## src/shared/pms_pkg.sv

```systemverilog
/*
 * shared constants of the plotter monitor-mode controller and status word.
 * assumes one 25 MHz clock and a synchronous active-high reset.
 */
// Contract
// - function key pressed in keyboard mode sets status bit 9 (512).
// - status read, end discard, panel text or key read clears bit 9.
// - status bit 10 (1024) is 1 on servo failure, else 0.
// - status reported as decimal sum of set bit weights; bits 11-15 unused.
// - monitor select takes 0-2, default 0: off, parse, receive.
// - monitor select without parameter disables monitoring like value 0.
// - in any monitor mode, host data runs normally and is copied out.
// - parse monitoring copies each character to terminal when parsed.
// - receive monitoring copies each character to terminal on arrival.
// - io configuration bits 2 and 3 also enable or disable monitoring.
// - panel-enabled monitoring ignores host attempts to change or disable it.
// - host-enabled monitoring may be changed by panel or by host.
// - panel changes override host state; display shows panel-set state.
// - bus host: terminal input ignored except break, which clears and halts.
// - bus addressable: responses to host and terminal; listen-only: none.
// - serial host: monitoring enables only when standby and bypass off; code checks this for host commands only, not for panel selection.
// - serial host in local mode goes remote when monitoring enables.
// - serial: break clears buffer, goes programmed-off in eavesdrop only.
// - receive monitoring, full duplex: responses go to host only.
// - receive monitoring, half duplex: responses go to host and terminal.
// - parse monitoring: responses always copied to terminal; code drops one that meets a parsed character in the same cycle.
`default_nettype none
package pms_pkg;
   // =====================================================
   // status word layout
   localparam int STATUS_W = 16;
   localparam int LOW_W = 9;
   localparam int KEY_BIT = 9;
   localparam int SERVO_BIT = 10;
   localparam int DEC_DIGITS = 5;
   localparam logic [4:0] UNUSED_BITS = 5'h00;
   localparam logic KEY_FLAG_RST = 1'b0;
   localparam logic [STATUS_W-1:0] STATUS_RST = 16'h0000;
   // =====================================================
   // monitor modes and io configuration bits
   localparam logic [1:0] MODE_OFF = 2'h0;
   localparam logic [1:0] MODE_PARSE = 2'h1;
   localparam logic [1:0] MODE_RECEIVE = 2'h2;
   localparam int IOCFG_EN_BIT = 2;
   localparam int IOCFG_RX_BIT = 3;
   // =====================================================
   // response characters
   localparam logic [7:0] ASCII_ZERO = 8'h30;
   localparam logic [7:0] ASCII_NINE = 8'h39;
   localparam logic [7:0] TERM_CHAR = 8'h0D;
   localparam logic [7:0] BYTE_RST = 8'h00;
endpackage
`default_nettype wire

```

## src/rtl/pms_dec_conv.sv

```systemverilog
/*
 * binary to decimal ascii converter for the status response.
 * assumes start only while busy is low; emits digits then a terminator.
 */
`timescale 1ns/1ps
`default_nettype none
module pms_dec_conv #(
   parameter int W = 16,
   parameter int D = 5
) (
   // clock and reset
   input wire logic clk,
   input wire logic srst,
   // request
   input wire logic start,
   input wire logic [W-1:0] value,
   // character output
   output var logic busy,
   output var logic digitValid,
   output var logic [7:0] digit
);
   import pms_pkg::*;

   typedef enum logic [1:0] {CV_IDLE, CV_SHIFT, CV_EMIT, CV_TERM} pms_cv_t;

   localparam int CW = $clog2(W + 1);
   localparam int IW = $clog2(D + 1);

   pms_cv_t state_q;
   logic [W-1:0] bin_q;
   logic [4*D-1:0] bcd_q;
   logic [4*D-1:0] adjBcd;
   logic [CW-1:0] cnt_q;
   logic [IW-1:0] idx_q;
   logic lead_q;
   logic [3:0] nib;

   // add three to every nibble of five or more before a shift
   function automatic logic [4*D-1:0] adjust(input logic [4*D-1:0] b);
      logic [4*D-1:0] r;
      r = b;
      for (int i = 0; i < D; i++) begin
         if (r[4*i +: 4] >= 4'h5) begin
            r[4*i +: 4] = r[4*i +: 4] + 4'h3;
         end
      end
      return r;
   endfunction

   assign adjBcd = adjust(bcd_q);
   assign nib = bcd_q[4*idx_q +: 4];

   // =====================================================
   // sequencer
   always_ff @(posedge clk) begin
      if (srst) begin
         state_q <= CV_IDLE;
         busy <= 1'b0;
         digitValid <= 1'b0;
         digit <= BYTE_RST;
         bin_q <= '0;
         bcd_q <= '0;
         cnt_q <= '0;
         idx_q <= '0;
         lead_q <= 1'b1;
      end else begin
         digitValid <= 1'b0;
         case (state_q)
            CV_IDLE: begin
               if (start) begin
                  bin_q <= value;
                  bcd_q <= '0;
                  cnt_q <= CW'(W);
                  state_q <= CV_SHIFT;
                  busy <= 1'b1;
               end
            end
            CV_SHIFT: begin
               bcd_q <= {adjBcd[4*D-2:0], bin_q[W-1]};
               bin_q <= {bin_q[W-2:0], 1'b0};
               cnt_q <= cnt_q - CW'(1);
               if (cnt_q == CW'(1)) begin
                  state_q <= CV_EMIT;
                  idx_q <= IW'(D - 1);
                  lead_q <= 1'b1;
               end
            end
            CV_EMIT: begin
               // leading zeros suppressed, the last digit always sent
               if (nib != 4'h0 || !lead_q || idx_q == '0) begin
                  digitValid <= 1'b1;
                  digit <= ASCII_ZERO | {4'h0, nib};
                  lead_q <= 1'b0;
               end
               if (idx_q == '0) begin
                  state_q <= CV_TERM;
               end else begin
                  idx_q <= idx_q - IW'(1);
               end
            end
            CV_TERM: begin
               digitValid <= 1'b1;
               digit <= TERM_CHAR;
               state_q <= CV_IDLE;
               busy <= 1'b0;
            end
            default: begin
               state_q <= CV_IDLE;
               busy <= 1'b0;
            end
         endcase
      end
   end
endmodule // pms_dec_conv
`default_nettype wire

```

## src/rtl/pms_monitor_ctrl.sv

```systemverilog
/*
 * monitor-mode controller and upper extended status bits of the
 * plotter command interpreter. commands arrive as decoded one-cycle
 * strobes from the interpreter; panel and link settings are levels on
 * this clock; the servo and terminal break come straight from pins.
 */
`timescale 1ns/1ps
`default_nettype none
module pms_monitor_ctrl (
   // clock and reset
   input wire logic clk,
   input wire logic srst,
   // link configuration
   input wire logic hostOnBus,
   input wire logic listenOnly,
   input wire logic fullDuplex,
   input wire logic eavesdrop,
   input wire logic standbyOn,
   input wire logic bypassOn,
   input wire logic localMode,
   // front panel
   input wire logic panelKeyPress,
   input wire logic keyboardMode,
   input wire logic panelMonitorSet,
   input wire logic [1:0] panelMonitorMode,
   // interpreter commands
   input wire logic readStatusCmd,
   input wire logic endDiscardCmd,
   input wire logic panelTextCmd,
   input wire logic keyReadCmd,
   input wire logic monitorSelectCmd,
   input wire logic monitorParamValid,
   input wire logic [1:0] monitorParam,
   input wire logic ioConfigCmd,
   input wire logic [7:0] ioConfigBits,
   // character streams
   input wire logic hostRxValid,
   input wire logic [7:0] hostRxByte,
   input wire logic parseValid,
   input wire logic [7:0] parseByte,
   input wire logic respValid,
   input wire logic [7:0] respByte,
   // pins and lower status
   input wire logic servoFailPin,
   input wire logic termBreakPin,
   input wire logic [pms_pkg::LOW_W-1:0] lowStatus,
   // status
   output var logic [pms_pkg::STATUS_W-1:0] statusWord,
   output var logic statusBusy,
   output var logic [1:0] monitorMode,
   output var logic [1:0] panelDisplay,
   // outgoing characters
   output var logic hostTxValid,
   output var logic [7:0] hostTxByte,
   output var logic termTxValid,
   output var logic [7:0] termTxByte,
   // requests to the rest of the plotter
   output var logic clearBufferReq,
   output var logic haltReq,
   output var logic programmedOffReq,
   output var logic remoteReq
);
   import pms_pkg::*;

   // =====================================================
   // pin synchronisers
   logic servoS1_q, servoS2_q;
   logic brkS1_q, brkS2_q, brkS3_q;
   logic brkRise;

   always_ff @(posedge clk) begin
      if (srst) begin
         servoS1_q <= 1'b0;
         servoS2_q <= 1'b0;
         brkS1_q <= 1'b0;
         brkS2_q <= 1'b0;
         brkS3_q <= 1'b0;
      end else begin
         servoS1_q <= servoFailPin;
         servoS2_q <= servoS1_q;
         brkS1_q <= termBreakPin;
         brkS2_q <= brkS1_q;
         brkS3_q <= brkS2_q;
      end
   end

   assign brkRise = brkS2_q && !brkS3_q;

   // =====================================================
   // function key flag
   logic keyFlag_q;
   logic keySet, keyClr;

   assign keySet = panelKeyPress && keyboardMode;
   assign keyClr = readStatusCmd || endDiscardCmd || panelTextCmd ||
      keyReadCmd;

   // a key press in the clearing cycle survives
   always_ff @(posedge clk) begin
      if (srst) begin
         keyFlag_q <= KEY_FLAG_RST;
      end else if (keySet) begin
         keyFlag_q <= 1'b1;
      end else if (keyClr) begin
         keyFlag_q <= 1'b0;
      end
   end

   logic [STATUS_W-1:0] statusNow;
   assign statusNow = {UNUSED_BITS, servoS2_q, keyFlag_q, lowStatus};

   always_ff @(posedge clk) begin
      if (srst) begin
         statusWord <= STATUS_RST;
      end else begin
         statusWord <= statusNow;
      end
   end

   // =====================================================
   // decimal status response
   logic convValid;
   logic [7:0] convChar;

   // snapshot taken before the read clears the key flag
   pms_dec_conv #(
      .W(STATUS_W),
      .D(DEC_DIGITS)
   ) u_dec (
      .clk(clk),
      .srst(srst),
      .start(readStatusCmd && !statusBusy),
      .value(statusNow),
      .busy(statusBusy),
      .digitValid(convValid),
      .digit(convChar)
   );

   // =====================================================
   // host mode requests
   logic hostReq;
   logic [1:0] hostMode;
   logic hostRefused;
   logic hostAccept;
   logic fromPanel_q;

   always_comb begin
      hostReq = 1'b0;
      hostMode = MODE_OFF;
      if (monitorSelectCmd) begin
         // out-of-range values are dropped
         hostReq = !monitorParamValid || monitorParam <= MODE_RECEIVE;
         hostMode = monitorParamValid ? monitorParam : MODE_OFF;
      end else if (ioConfigCmd) begin
         hostReq = 1'b1;
         if (!ioConfigBits[IOCFG_EN_BIT]) begin
            hostMode = MODE_OFF;
         end else if (ioConfigBits[IOCFG_RX_BIT]) begin
            hostMode = MODE_RECEIVE;
         end else begin
            hostMode = MODE_PARSE;
         end
      end
   end

   assign hostRefused = !hostOnBus && hostMode != MODE_OFF &&
      (standbyOn || bypassOn);
   assign hostAccept = hostReq && !fromPanel_q && !hostRefused;

   // =====================================================
   // monitor state
   always_ff @(posedge clk) begin
      if (srst) begin
         monitorMode <= MODE_OFF;
         fromPanel_q <= 1'b0;
         panelDisplay <= MODE_OFF;
      end else if (panelMonitorSet) begin
         monitorMode <= panelMonitorMode;
         fromPanel_q <= panelMonitorMode != MODE_OFF;
         panelDisplay <= panelMonitorMode;
      end else if (hostAccept) begin
         monitorMode <= hostMode;
      end
   end

   logic enabling;
   assign enabling = (panelMonitorSet && panelMonitorMode != MODE_OFF) ||
      (!panelMonitorSet && hostAccept && hostMode != MODE_OFF);

   always_ff @(posedge clk) begin
      if (srst) begin
         remoteReq <= 1'b0;
      end else begin
         remoteReq <= enabling && !hostOnBus && localMode;
      end
   end

   // =====================================================
   // terminal break
   always_ff @(posedge clk) begin
      if (srst) begin
         clearBufferReq <= 1'b0;
         haltReq <= 1'b0;
         programmedOffReq <= 1'b0;
      end else begin
         clearBufferReq <= brkRise && (hostOnBus ||
            (monitorMode != MODE_OFF && eavesdrop));
         haltReq <= brkRise && hostOnBus;
         programmedOffReq <= brkRise && !hostOnBus &&
            monitorMode != MODE_OFF && eavesdrop;
      end
   end

   // =====================================================
   // character routing
   logic anyResp;
   logic [7:0] respChar;
   logic monValid;
   logic [7:0] monChar;
   logic respToTerm;

   // status digits take the response path; another response in the same cycle is dropped
   assign anyResp = convValid || respValid;
   assign respChar = convValid ? convChar : respByte;
   assign monValid = (monitorMode == MODE_PARSE && parseValid) ||
      (monitorMode == MODE_RECEIVE && hostRxValid);
   assign monChar = monitorMode == MODE_PARSE ? parseByte : hostRxByte;
   assign respToTerm = monitorMode != MODE_OFF && (hostOnBus ?
      !listenOnly :
      (monitorMode == MODE_PARSE || !fullDuplex));

   // host traffic is never gated by monitoring, only copied
   always_ff @(posedge clk) begin
      if (srst) begin
         hostTxValid <= 1'b0;
         hostTxByte <= BYTE_RST;
      end else begin
         hostTxValid <= anyResp && !(hostOnBus && listenOnly);
         hostTxByte <= respChar;
      end
   end

   // no buffer: a monitored character wins a same-cycle collision
   always_ff @(posedge clk) begin
      if (srst) begin
         termTxValid <= 1'b0;
         termTxByte <= BYTE_RST;
      end else if (monValid) begin
         termTxValid <= 1'b1;
         termTxByte <= monChar;
      end else begin
         termTxValid <= anyResp && respToTerm;
         termTxByte <= respChar;
      end
   end
endmodule // pms_monitor_ctrl
`default_nettype wire

```

## config.mk

```make
export PLATFORM = sky130hd
export DESIGN_NAME = pms_monitor_ctrl
export DESIGN_NICKNAME = d
export VERILOG_FILES = /design/src/shared/pms_pkg.sv /design/src/rtl/pms_dec_conv.sv /design/src/rtl/pms_monitor_ctrl.sv
export SDC_FILE = /design/constraint.sdc
export NUM_CORES = 1
export LEC_CHECK = 0
export ABC_AREA = 1
export BUFFER_PORTS_ARGS = -buffer_cell sky130_fd_sc_hd__clkbuf_2
export CAP_MARGIN = 30
export CELL_PAD_IN_SITES_DETAIL_PLACEMENT = 1
export CELL_PAD_IN_SITES_GLOBAL_PLACEMENT = 2
export CORE_MARGIN = 10
export CORE_UTILIZATION = 25
export DETAILED_ROUTE_END_ITERATION = 6
export GPL_TIMING_DRIVEN = 1
export HOLD_SLACK_MARGIN = 0.12
export PLACE_DENSITY = 0.8
export REMOVE_ABC_BUFFERS = 1
export SKIP_CTS_REPAIR_TIMING = 1
export SLEW_MARGIN = 20
export SYNTH_ARGS = -nofsm -noshare
export SYNTH_HDL_FRONTEND = slang
export SYNTH_SLANG_ARGS = --single-unit
```

## constraint.sdc

```tcl
create_clock -name clk -period 4.15 [get_ports clk]
set_input_delay 0.415 -clock clk [delete_from_list [all_inputs] [get_ports clk]]
set_output_delay 0.415 -clock clk [all_outputs]
set_load 0.02 [all_outputs]
```

==> impl_metrics.ini, run 1 <==
[clocking]
path_clk_slew_ns = 0.07
tritoncts = done
numCtsBuffers = 9
cts_max_level = 3
ctsLongestPathBuffers = 2
clock_sinks = 98
insertion_delay_ns = 0.36
cts-root-buf = clkbuf_16

[worst_setup_path]
worstReg2RegStart = u_dec.state_q[1]
worstPathCellList = inv_1 > ha_1 > buf_4 > inv_2 > o21ai_2 > buf_4 > inv_2 > a31oi_1 > a211oi_1
start_kind = flip-flop
crit_type = reg2reg
slowest_stage = dfxtp_1
worst_path_largest_cell_delay_ns = 0.33
crit_arrival_ns = 2.58
crit_fanout = 30
cp-end-kind = flip-flop
critPathLaunch = u_dec.state_q[1]
crit_required_ns = 4.35
r2r_cells = 9

[grt]
grt_max_degree = 66
gr-usage-all-layers = 0.109
antenna_found_initial = 0
grt_pass1_vias = 4327
grt.overflow.total = 0
grt_pass1_wl_mm = 21.6

[routing]
firstDrtPassIters = 4
drt.antenna.violating_nets = 0
drt_iter0_drc = 170
wirelength_mm = 13.2
post-route-drc-count = 0
vias = 4192
wl_per_cell_um = 14.0
vias_per_cell = 4.43

[timing]
tns_ns = 0
relSlewSlack = 0.504
max_freq_ghz = 0.421
period_share = 0.572
worstMarginPinSlew_ns = 0.745
fin_skew_ns = 0.00961
rsz0062_at_grt = no
fin_crit_ns = 2.38
finalHoldWorstSlack_ns = 0.247
final_hold_viol_count = 0
setup_violations = 0
slew_violations = 0

[synth]
synth_top_family_by_area = simple AND/OR/NAND/NOR gates
yosysSeqAreaShare = 0.429
yosys_warnings = 0
synth_cell_type_count = 42
syn_area_sq_um = 4580
syn_area_per_cell_sq_um = 7.36
synth_seq_cells = 98
synth_compound_area_frac = 0.166
synthSimpleGateAreaFrac = 0.238
synth.area.mux_share = 0.00875
synthAdderAreaFrac = 0.0519
synth_xor_xnor_area_share = 0.0134
synth_cells = 622

[cells_and_area]
fin_cells = 947
area_growth_pct = 22.6
diodes = 0
regArea_sq_um = 1960
drive_gt1_frac = 0.194
utilization = 0.312
fillers = 2288
multi_input_area_sq_um = 2210
nNetsFinal = 801

[power]
power_mw = 3.17
leakagePower_nw = 2.53
p_per_area_nw_per_um2 = 564
irDropWorstVdd_uv = 269

[placed_design]
place_congestion = 0.734
dp_hpwl_mm = 9.88
portBuffers = 100
dp.cells = 930

[floorplan]
die_h_um = 155
core_sq_um = 18000
fp-row-count = 49
io_pins = 112
dieArea_sq_um = 24100
start_util = 0.255
die_x_um = 155

[hold_path]
whs_path_depth = 3
worstHoldStart = servoFailPin
min_path_type = in2reg

[job]
cap_violations = 0

[outcome]
status = completed
-- cell type report --
type                       instances  area share
clock buffer                      11      0.0433
clock inverter                     5      0.0152
inverter                          70      0.0473
multi-input combinational        429       0.394
sequential                        98       0.350
tap                              229      0.0511
timing repair buffer             105      0.0995
-- flip-flops by register name, indices dropped and copies added (netlist names), 2 cells and up --
register	flops
hostTxByte	8
monitorMode	2
panelDisplay	2
statusWord	11
termTxByte	8
u_dec.bcd_q	20
u_dec.bin_q	16
u_dec.cnt_q	5
u_dec.digit	5
u_dec.idx_q	3
u_dec.state_q	2
-- critical path: cells and delay by family, from the launching register on --
family	cells	cell delay (ns)
adder cells (fa/ha/maj)	1	0.17
flip-flops	1	0.33
AO/OA/AOI/OAI	3	0.58
buffers and inverters	5	1.12
-- cells in the mapped netlist (all sizes together) --
master   count  area (sq um)
nand2      160           618
dfxtp       98          1960
inv         70           265
a21oi       62           310
nor2        51           211
o21ai       43           219
nand3       32           183
ha          19           238
a31oi       17           106
buf         15           103
clkbuf      14          52.6
a211oi       7          52.6
xor2         7          61.3
nand4        5          31.3
mux2i        4          40.0
o21bai       4          30.0
nor3         3          15.0
or2          2          12.5
a211o        1          8.76
a311o        1          10.0
a32o         1          10.0
and2         1          6.26
and3         1          6.26
conb         1          3.75
nor4         1          6.26
o2111ai      1          8.76
o22ai        1          6.26
-- kinds of logic (layout without fill, tap and decap cells) --
kind of cell | after synthesis | in the layout
flip-flops | 98 | 98
AO/OA/AOI/OAI | 138 | 138
other | 1 | 5
buffers and inverters | 99 | 191
AND/OR/NAND/NOR | 256 | 256
XOR/XNOR | 7 | 7
multiplexers | 4 | 4
adder cells (fa/ha/maj) | 19 | 19
-- path summary, 6_finish.rpt --
path / slack [ns] / endpoint
worst max register to register: 1.77 / u_dec.bcd_q[3]
worst max-delay path: 1.77 / u_dec.bcd_q[3]
worst min register to register: 0.41 / servoS2_q
worst min-delay path: 0.25 / servoS1_q
-- routing by layer --
metal  GRT usage  vias up  wire [um]  share of wire
met5           0        -          0              0
met4      0.0312        0        183          0.014
met3      0.0392       12        632          0.048
met2       0.178       61       6190           0.47
met1       0.132     1927       6210           0.47
li1            -     2192          -              -
-- stage by stage --
stage	worst slack [ns]	instance area [sq um]
CTS	1.75	5580
global route	1.51	5610
floorplan	1.87	4440
finish	1.77	5610
detailed placement	1.77	5250
global placement	1.82	5250
-- report_power, final --
group | internal, mW | switching (mW) | total, mW
registers | 1.11 | 0.115 | 1.23
clock network | 0.548 | 0.377 | 0.925
logic | 0.338 | 0.676 | 1.01
total | 2.00 | 1.17 | 3.16
-- cell usage in the layout (no fill, tap or decap), types with 5 or more instances in the layout --
master     Yosys  final
clkbuf_2       0    100
nand4_1        5      5
a211oi_1       7      7
xor2_1         7      7
nand2_1      155    155
dfxtp_1       98     98
a21oi_1       62     62
inv_1         65     65
nor2_1        47     47
o21ai_0       41     41
ha_1          19     19
a31oi_1       17     17
nand3_1       29     29
conb_1         1      5
clkbuf_16      0      9
(Power assumes the default switching activity.)
==> run 2: changes to the inputs <==
- clock period: 4.15 -> 2.3 ns (I/O delays scaled with it)
==> impl_metrics.ini, run 2 (synthesized netlist as in run 1, its figures left out) <==
[outcome]
status = completed

[floorplan]
core_sq_um = 18000
dieArea_sq_um = 24100
fp-row-count = 49
die_x_um = 155
io_pins = 112
die_h_um = 155
start_util = 0.255

[placed_design]
dp.cells = 934
pre_cts_slack_ns = 0.330
dp_hpwl_mm = 10.1
place_congestion = 0.736
dpl-instance-area_sq_um = 5280
portBuffers = 100

[cells_and_area]
layout_commonest_cell = nand2_1
area_growth_pct = 24.3
stdcell_area_sq_um = 5690
final_cell_mix = 155 x nand2_1, 100 x clkbuf_2, 98 x dfxtp_1
top_register = u_dec.bcd_q
drive_gt1_frac = 0.193
reg.largest.list = u_dec.bcd_q: 20 flops, u_dec.bin_q: 16 flops, statusWord: 11 flops
fin_cells = 961
nNetsFinal = 815
diodes = 0
largest_register_ffs = 20
utilization = 0.317

[worst_setup_path]
start_kind = flip-flop
crit_type = reg2reg
cp-end-kind = flip-flop
crit_required_ns = 2.51
crit_arrival_ns = 2.16
crit_fanout = 30

[timing]
final_hold_viol_count = 0
worstMarginPinSlew_ns = 0.539
fin_skew_ns = 0.00765
fin_ws_ns = 0.350
rsz0062_at_grt = no
tns_ns = 0
setup_violations = 0
relSlewSlack = 0.640
finalHoldWorstSlack_ns = 0.116
fin_crit_ns = 1.95
slew_violations = 0
period_share = 0.848
max_freq_ghz = 0.513

[job]
cap_violations = 0

[grt]
grt_pass1_vias = 4374
grt_pass1_wl_mm = 21.9
grt.overflow.total = 0
grt_max_degree = 40
antenna_found_initial = 0
gr-usage-all-layers = 0.110

[clocking]
ctsLongestPathBuffers = 2
numCtsBuffers = 9
cts-root-buf = clkbuf_16
path_clk_slew_ns = 0.07
clock_sinks = 98
tritoncts = done
insertion_delay_ns = 0.35
cts_max_level = 3

[power]
p_per_area_nw_per_um2 = 983
power_mw = 5.59
irDropWorstVdd_uv = 473
leakagePower_nw = 2.56

[routing]
wl_per_cell_um = 14.0
dr.max_layer_used = met4
wirelength_mm = 13.4
routed-wl-met2_mm = 6.40
vias_per_cell = 4.47
wl_met1_mm = 6.23
firstDrtPassIters = 4
route.met3.wl_um = 648
drt_iter0_drc = 144
drt.antenna.violating_nets = 0
vias = 4299
post-route-drc-count = 0

[hold_path]
min_path_type = in2reg
-- run 2: power breakdown --
group          switching [mW]  total [mW]  internal (mW)
clock network           0.675        1.53          0.851
logic                    1.22        1.85          0.635
registers               0.205        2.21           2.01
total                    2.10        5.59           3.49
-- run 2: critical path, stage by stage, from the launching register on --
cell	delay (ns)
dfxtp_1	0.33
inv_1	0.13
ha_1	0.25
inv_1	0.07
nor2_1	0.10
inv_1	0.08
o21ai_2	0.19
inv_2	0.36
a31oi_1	0.24
a211oi_1	0.06
-- run 2: metal layers --
layer / track usage / vias to the layer above
met2: 0.181 / 66
met3: 0.0389 / 8
met1: 0.134 / 2000
met4: 0.0281 / 0
met5: 0 / -
li1: - / 2225
-- run 2: area by class of cell --
type,instances,area [sq um]
fill,2248,12300
clock buffer,11,233
multi-input combinational,429,2210
sequential,98,1960
timing repair buffer,119,671
inverter,70,265
clock inverter,5,62.6
tap,229,287
-- run 2: path summary, 6_finish.rpt --
kind	slack, ns	depth (start not counted)	end	start
max	0.35	9	u_dec.bcd_q[7]	u_dec.state_q[0]
min	0.12	3	statusWord[0]	lowStatus[0]
max reg2reg	0.35	9	u_dec.bcd_q[7]	u_dec.state_q[0]
min reg2reg	0.41	2	servoS2_q	servoS1_q
==> run 3: changes to the inputs <==
- ABC_AREA: 1 -> 0
- PLACE_DENSITY: 0.8 -> 0.76
- clock period: 2.3 -> 2.04 ns (I/O delays scaled with it)
==> impl_metrics.ini, run 3 <==
[outcome]
status = completed

[placed_design]
dp.cells = 820
dp_hpwl_mm = 9.94
portBuffers = 100
place_congestion = 0.834

[synth]
synth_seq_cells = 98
synth_top_flop_cell = dfxtp_1
yosysSeqAreaShare = 0.426
synth_cells = 502
synth_area_leaders = dfxtp_1 43%, mux2i_1 5.6%, nor2_1 5.3%
syn_area_per_cell_sq_um = 9.18
yosys_warnings = 0
syn_area_sq_um = 4610
synth_cell_type_count = 69
synthTopCellsByCount = 98 x dfxtp_1, 65 x nor2_1, 28 x a211oi_1
post-synth-top-area-cell = dfxtp_1
synth_top_area_share = 0.426
synth_most_common_cell = dfxtp_1
synthArstFlopShare = 0
synth_edf_count = 0

[timing]
relSlewSlack = 0.576
max_freq_ghz = 0.543
fin_crit_ns = 1.84
worstMarginPinSlew_ns = 0.632
period_share = 0.902
rsz0062_at_grt = no
fin_skew_ns = 0.00651
tns_ns = 0
slew_violations = 0
final_hold_viol_count = 0
setup_violations = 0

[routing]
post-route-drc-count = 0
wirelength_mm = 13.2
vias = 3992
drt.antenna.violating_nets = 0
firstDrtPassIters = 4
wl_per_cell_um = 15.5
vias_per_cell = 4.70
drt_iter0_drc = 165

[clocking]
cts_max_level = 3
cts-root-buf = clkbuf_16
ctsLongestPathBuffers = 2
clock_sinks = 98
path_clk_slew_ns = 0.07
numCtsBuffers = 9
insertion_delay_ns = 0.34
tritoncts = done

[worst_setup_path]
crit_required_ns = 2.28
crit_arrival_ns = 2.08
slowest_stage = dfxtp_2
r2r_cells = 6
start_kind = flip-flop
worstReg2RegStart = u_dec.idx_q[1]
worstPathCellList = buf_12 > mux2_4 > a32oi_2 > o211a_4 > a211oi_1 > a2111oi_2
r2r-end = u_dec.digit[3]
cp-end-kind = flip-flop
crit_type = reg2reg
worst_path_largest_cell_delay_ns = 0.40
endpoint = u_dec.digit[3]
r2r_slack_ns = 0.20
critPathLaunch = u_dec.idx_q[1]
crit_fanout = 8

[grt]
grt_pass1_vias = 4190
antenna_found_initial = 0
gr-usage-all-layers = 0.105
grt.overflow.total = 0
grt_pass1_wl_mm = 21.3
grt_max_degree = 36

[cells_and_area]
area_growth_pct = 27.0
regArea_sq_um = 1960
multi_input_area_sq_um = 2420
nNetsFinal = 703
fillers = 2134
top_register = u_dec.bcd_q
fin_cells = 849
largest_register_ffs = 20
diodes = 0
drive_gt1_frac = 0.248
final_cell_mix = 99 x clkbuf_2, 96 x dfxtp_1, 65 x nor2_1
reg.largest.list = u_dec.bcd_q: 20 flops, u_dec.bin_q: 16 flops, statusWord: 11 flops
utilization = 0.325
layout_commonest_cell = clkbuf_2

[floorplan]
io_pins = 112
core_sq_um = 18000
start_util = 0.256
dieArea_sq_um = 24300
die_h_um = 156
die_x_um = 156
fp-row-count = 49

[power]
p_per_area_nw_per_um2 = 1040
leakagePower_nw = 2.41
irDropWorstVdd_uv = 379

[hold_path]
min_path_type = in2reg

[job]
cap_violations = 0
run 3: cell families (layout without fill, tap and decap cells):
logic type / Yosys count / in the layout / share of synthesized area
AOI/OAI and AO/OA: 126 / 126 / 0.201
DFF: 98 / 98 / 0.426
and+or+nand+nor: 160 / 160 / 0.176
xor gates and xnor gates: 12 / 12 / 0.0228
muxes: 31 / 31 / 0.0700
adders and majority gates: 19 / 19 / 0.0516
other: 1 / 5 / 0.000813
buffers and inverters: 55 / 169 / 0.0518
run 3: stage by stage:
step                      cell area (sq um)  power [mW]  hold WS (ns)  setup WS, ns
after floorplan                        4470        3.66         0.273        -0.321
after global placement                 5420        4.32         0.417         0.180
after detailed placement               5420        4.40         0.421         0.115
after CTS                              5720        6.19        0.0514        0.0699
after global routing                   5860        6.52         0.123        0.0567
final                                  5860        6.10         0.124         0.200
run 3: worst max-delay path, delay by kind of cell, from the launching register on:
| kind | cells | cell delay, ns |
|---|---|---|
| DFF | 1 | 0.40 |
| buffers and inverters | 1 | 0.14 |
| AOI/OAI and AO/OA | 4 | 0.88 |
| muxes | 1 | 0.30 |
run 3: worst min path at each step:
stage	start	end	depth (start not counted)
final	respByte[2]	hostTxByte[2]	3
after floorplan	srst	u_dec.digit[3]	1
after detailed placement	servoFailPin	servoS1_q	2
after CTS	servoFailPin	servoS1_q	2
after global placement	localMode	remoteReq	3
after global routing	hostOnBus	programmedOffReq	2
run 3: power by group:
part | internal (mW) | switching, mW | total, mW
combinational | 0.814 | 1.14 | 1.95
clock | 0.968 | 0.767 | 1.74
sequential | 2.20 | 0.210 | 2.41
total | 3.98 | 2.11 | 6.10
run 3: cell type report:
| class | instances | share of cell area |
|---|---|---|
| flip-flops and latches | 98 | 0.335 |
| clock inverters | 6 | 0.0132 |
| repair buffers | 131 | 0.135 |
| well taps | 229 | 0.0489 |
| clock buffers | 10 | 0.0391 |
| multi-input cells | 353 | 0.414 |
| inverters | 22 | 0.0141 |
run 3: per-layer routing:
| layer | vias to the layer above | track usage | share of wire |
|---|---|---|---|
| met1 | 1893 | 0.129 | 0.47 |
| met4 | 0 | 0.0236 | 0.0071 |
| met2 | 95 | 0.174 | 0.46 |
| met3 | 6 | 0.0353 | 0.057 |
| met5 | - | 0 | 0 |
| li1 | 1998 | - | - |
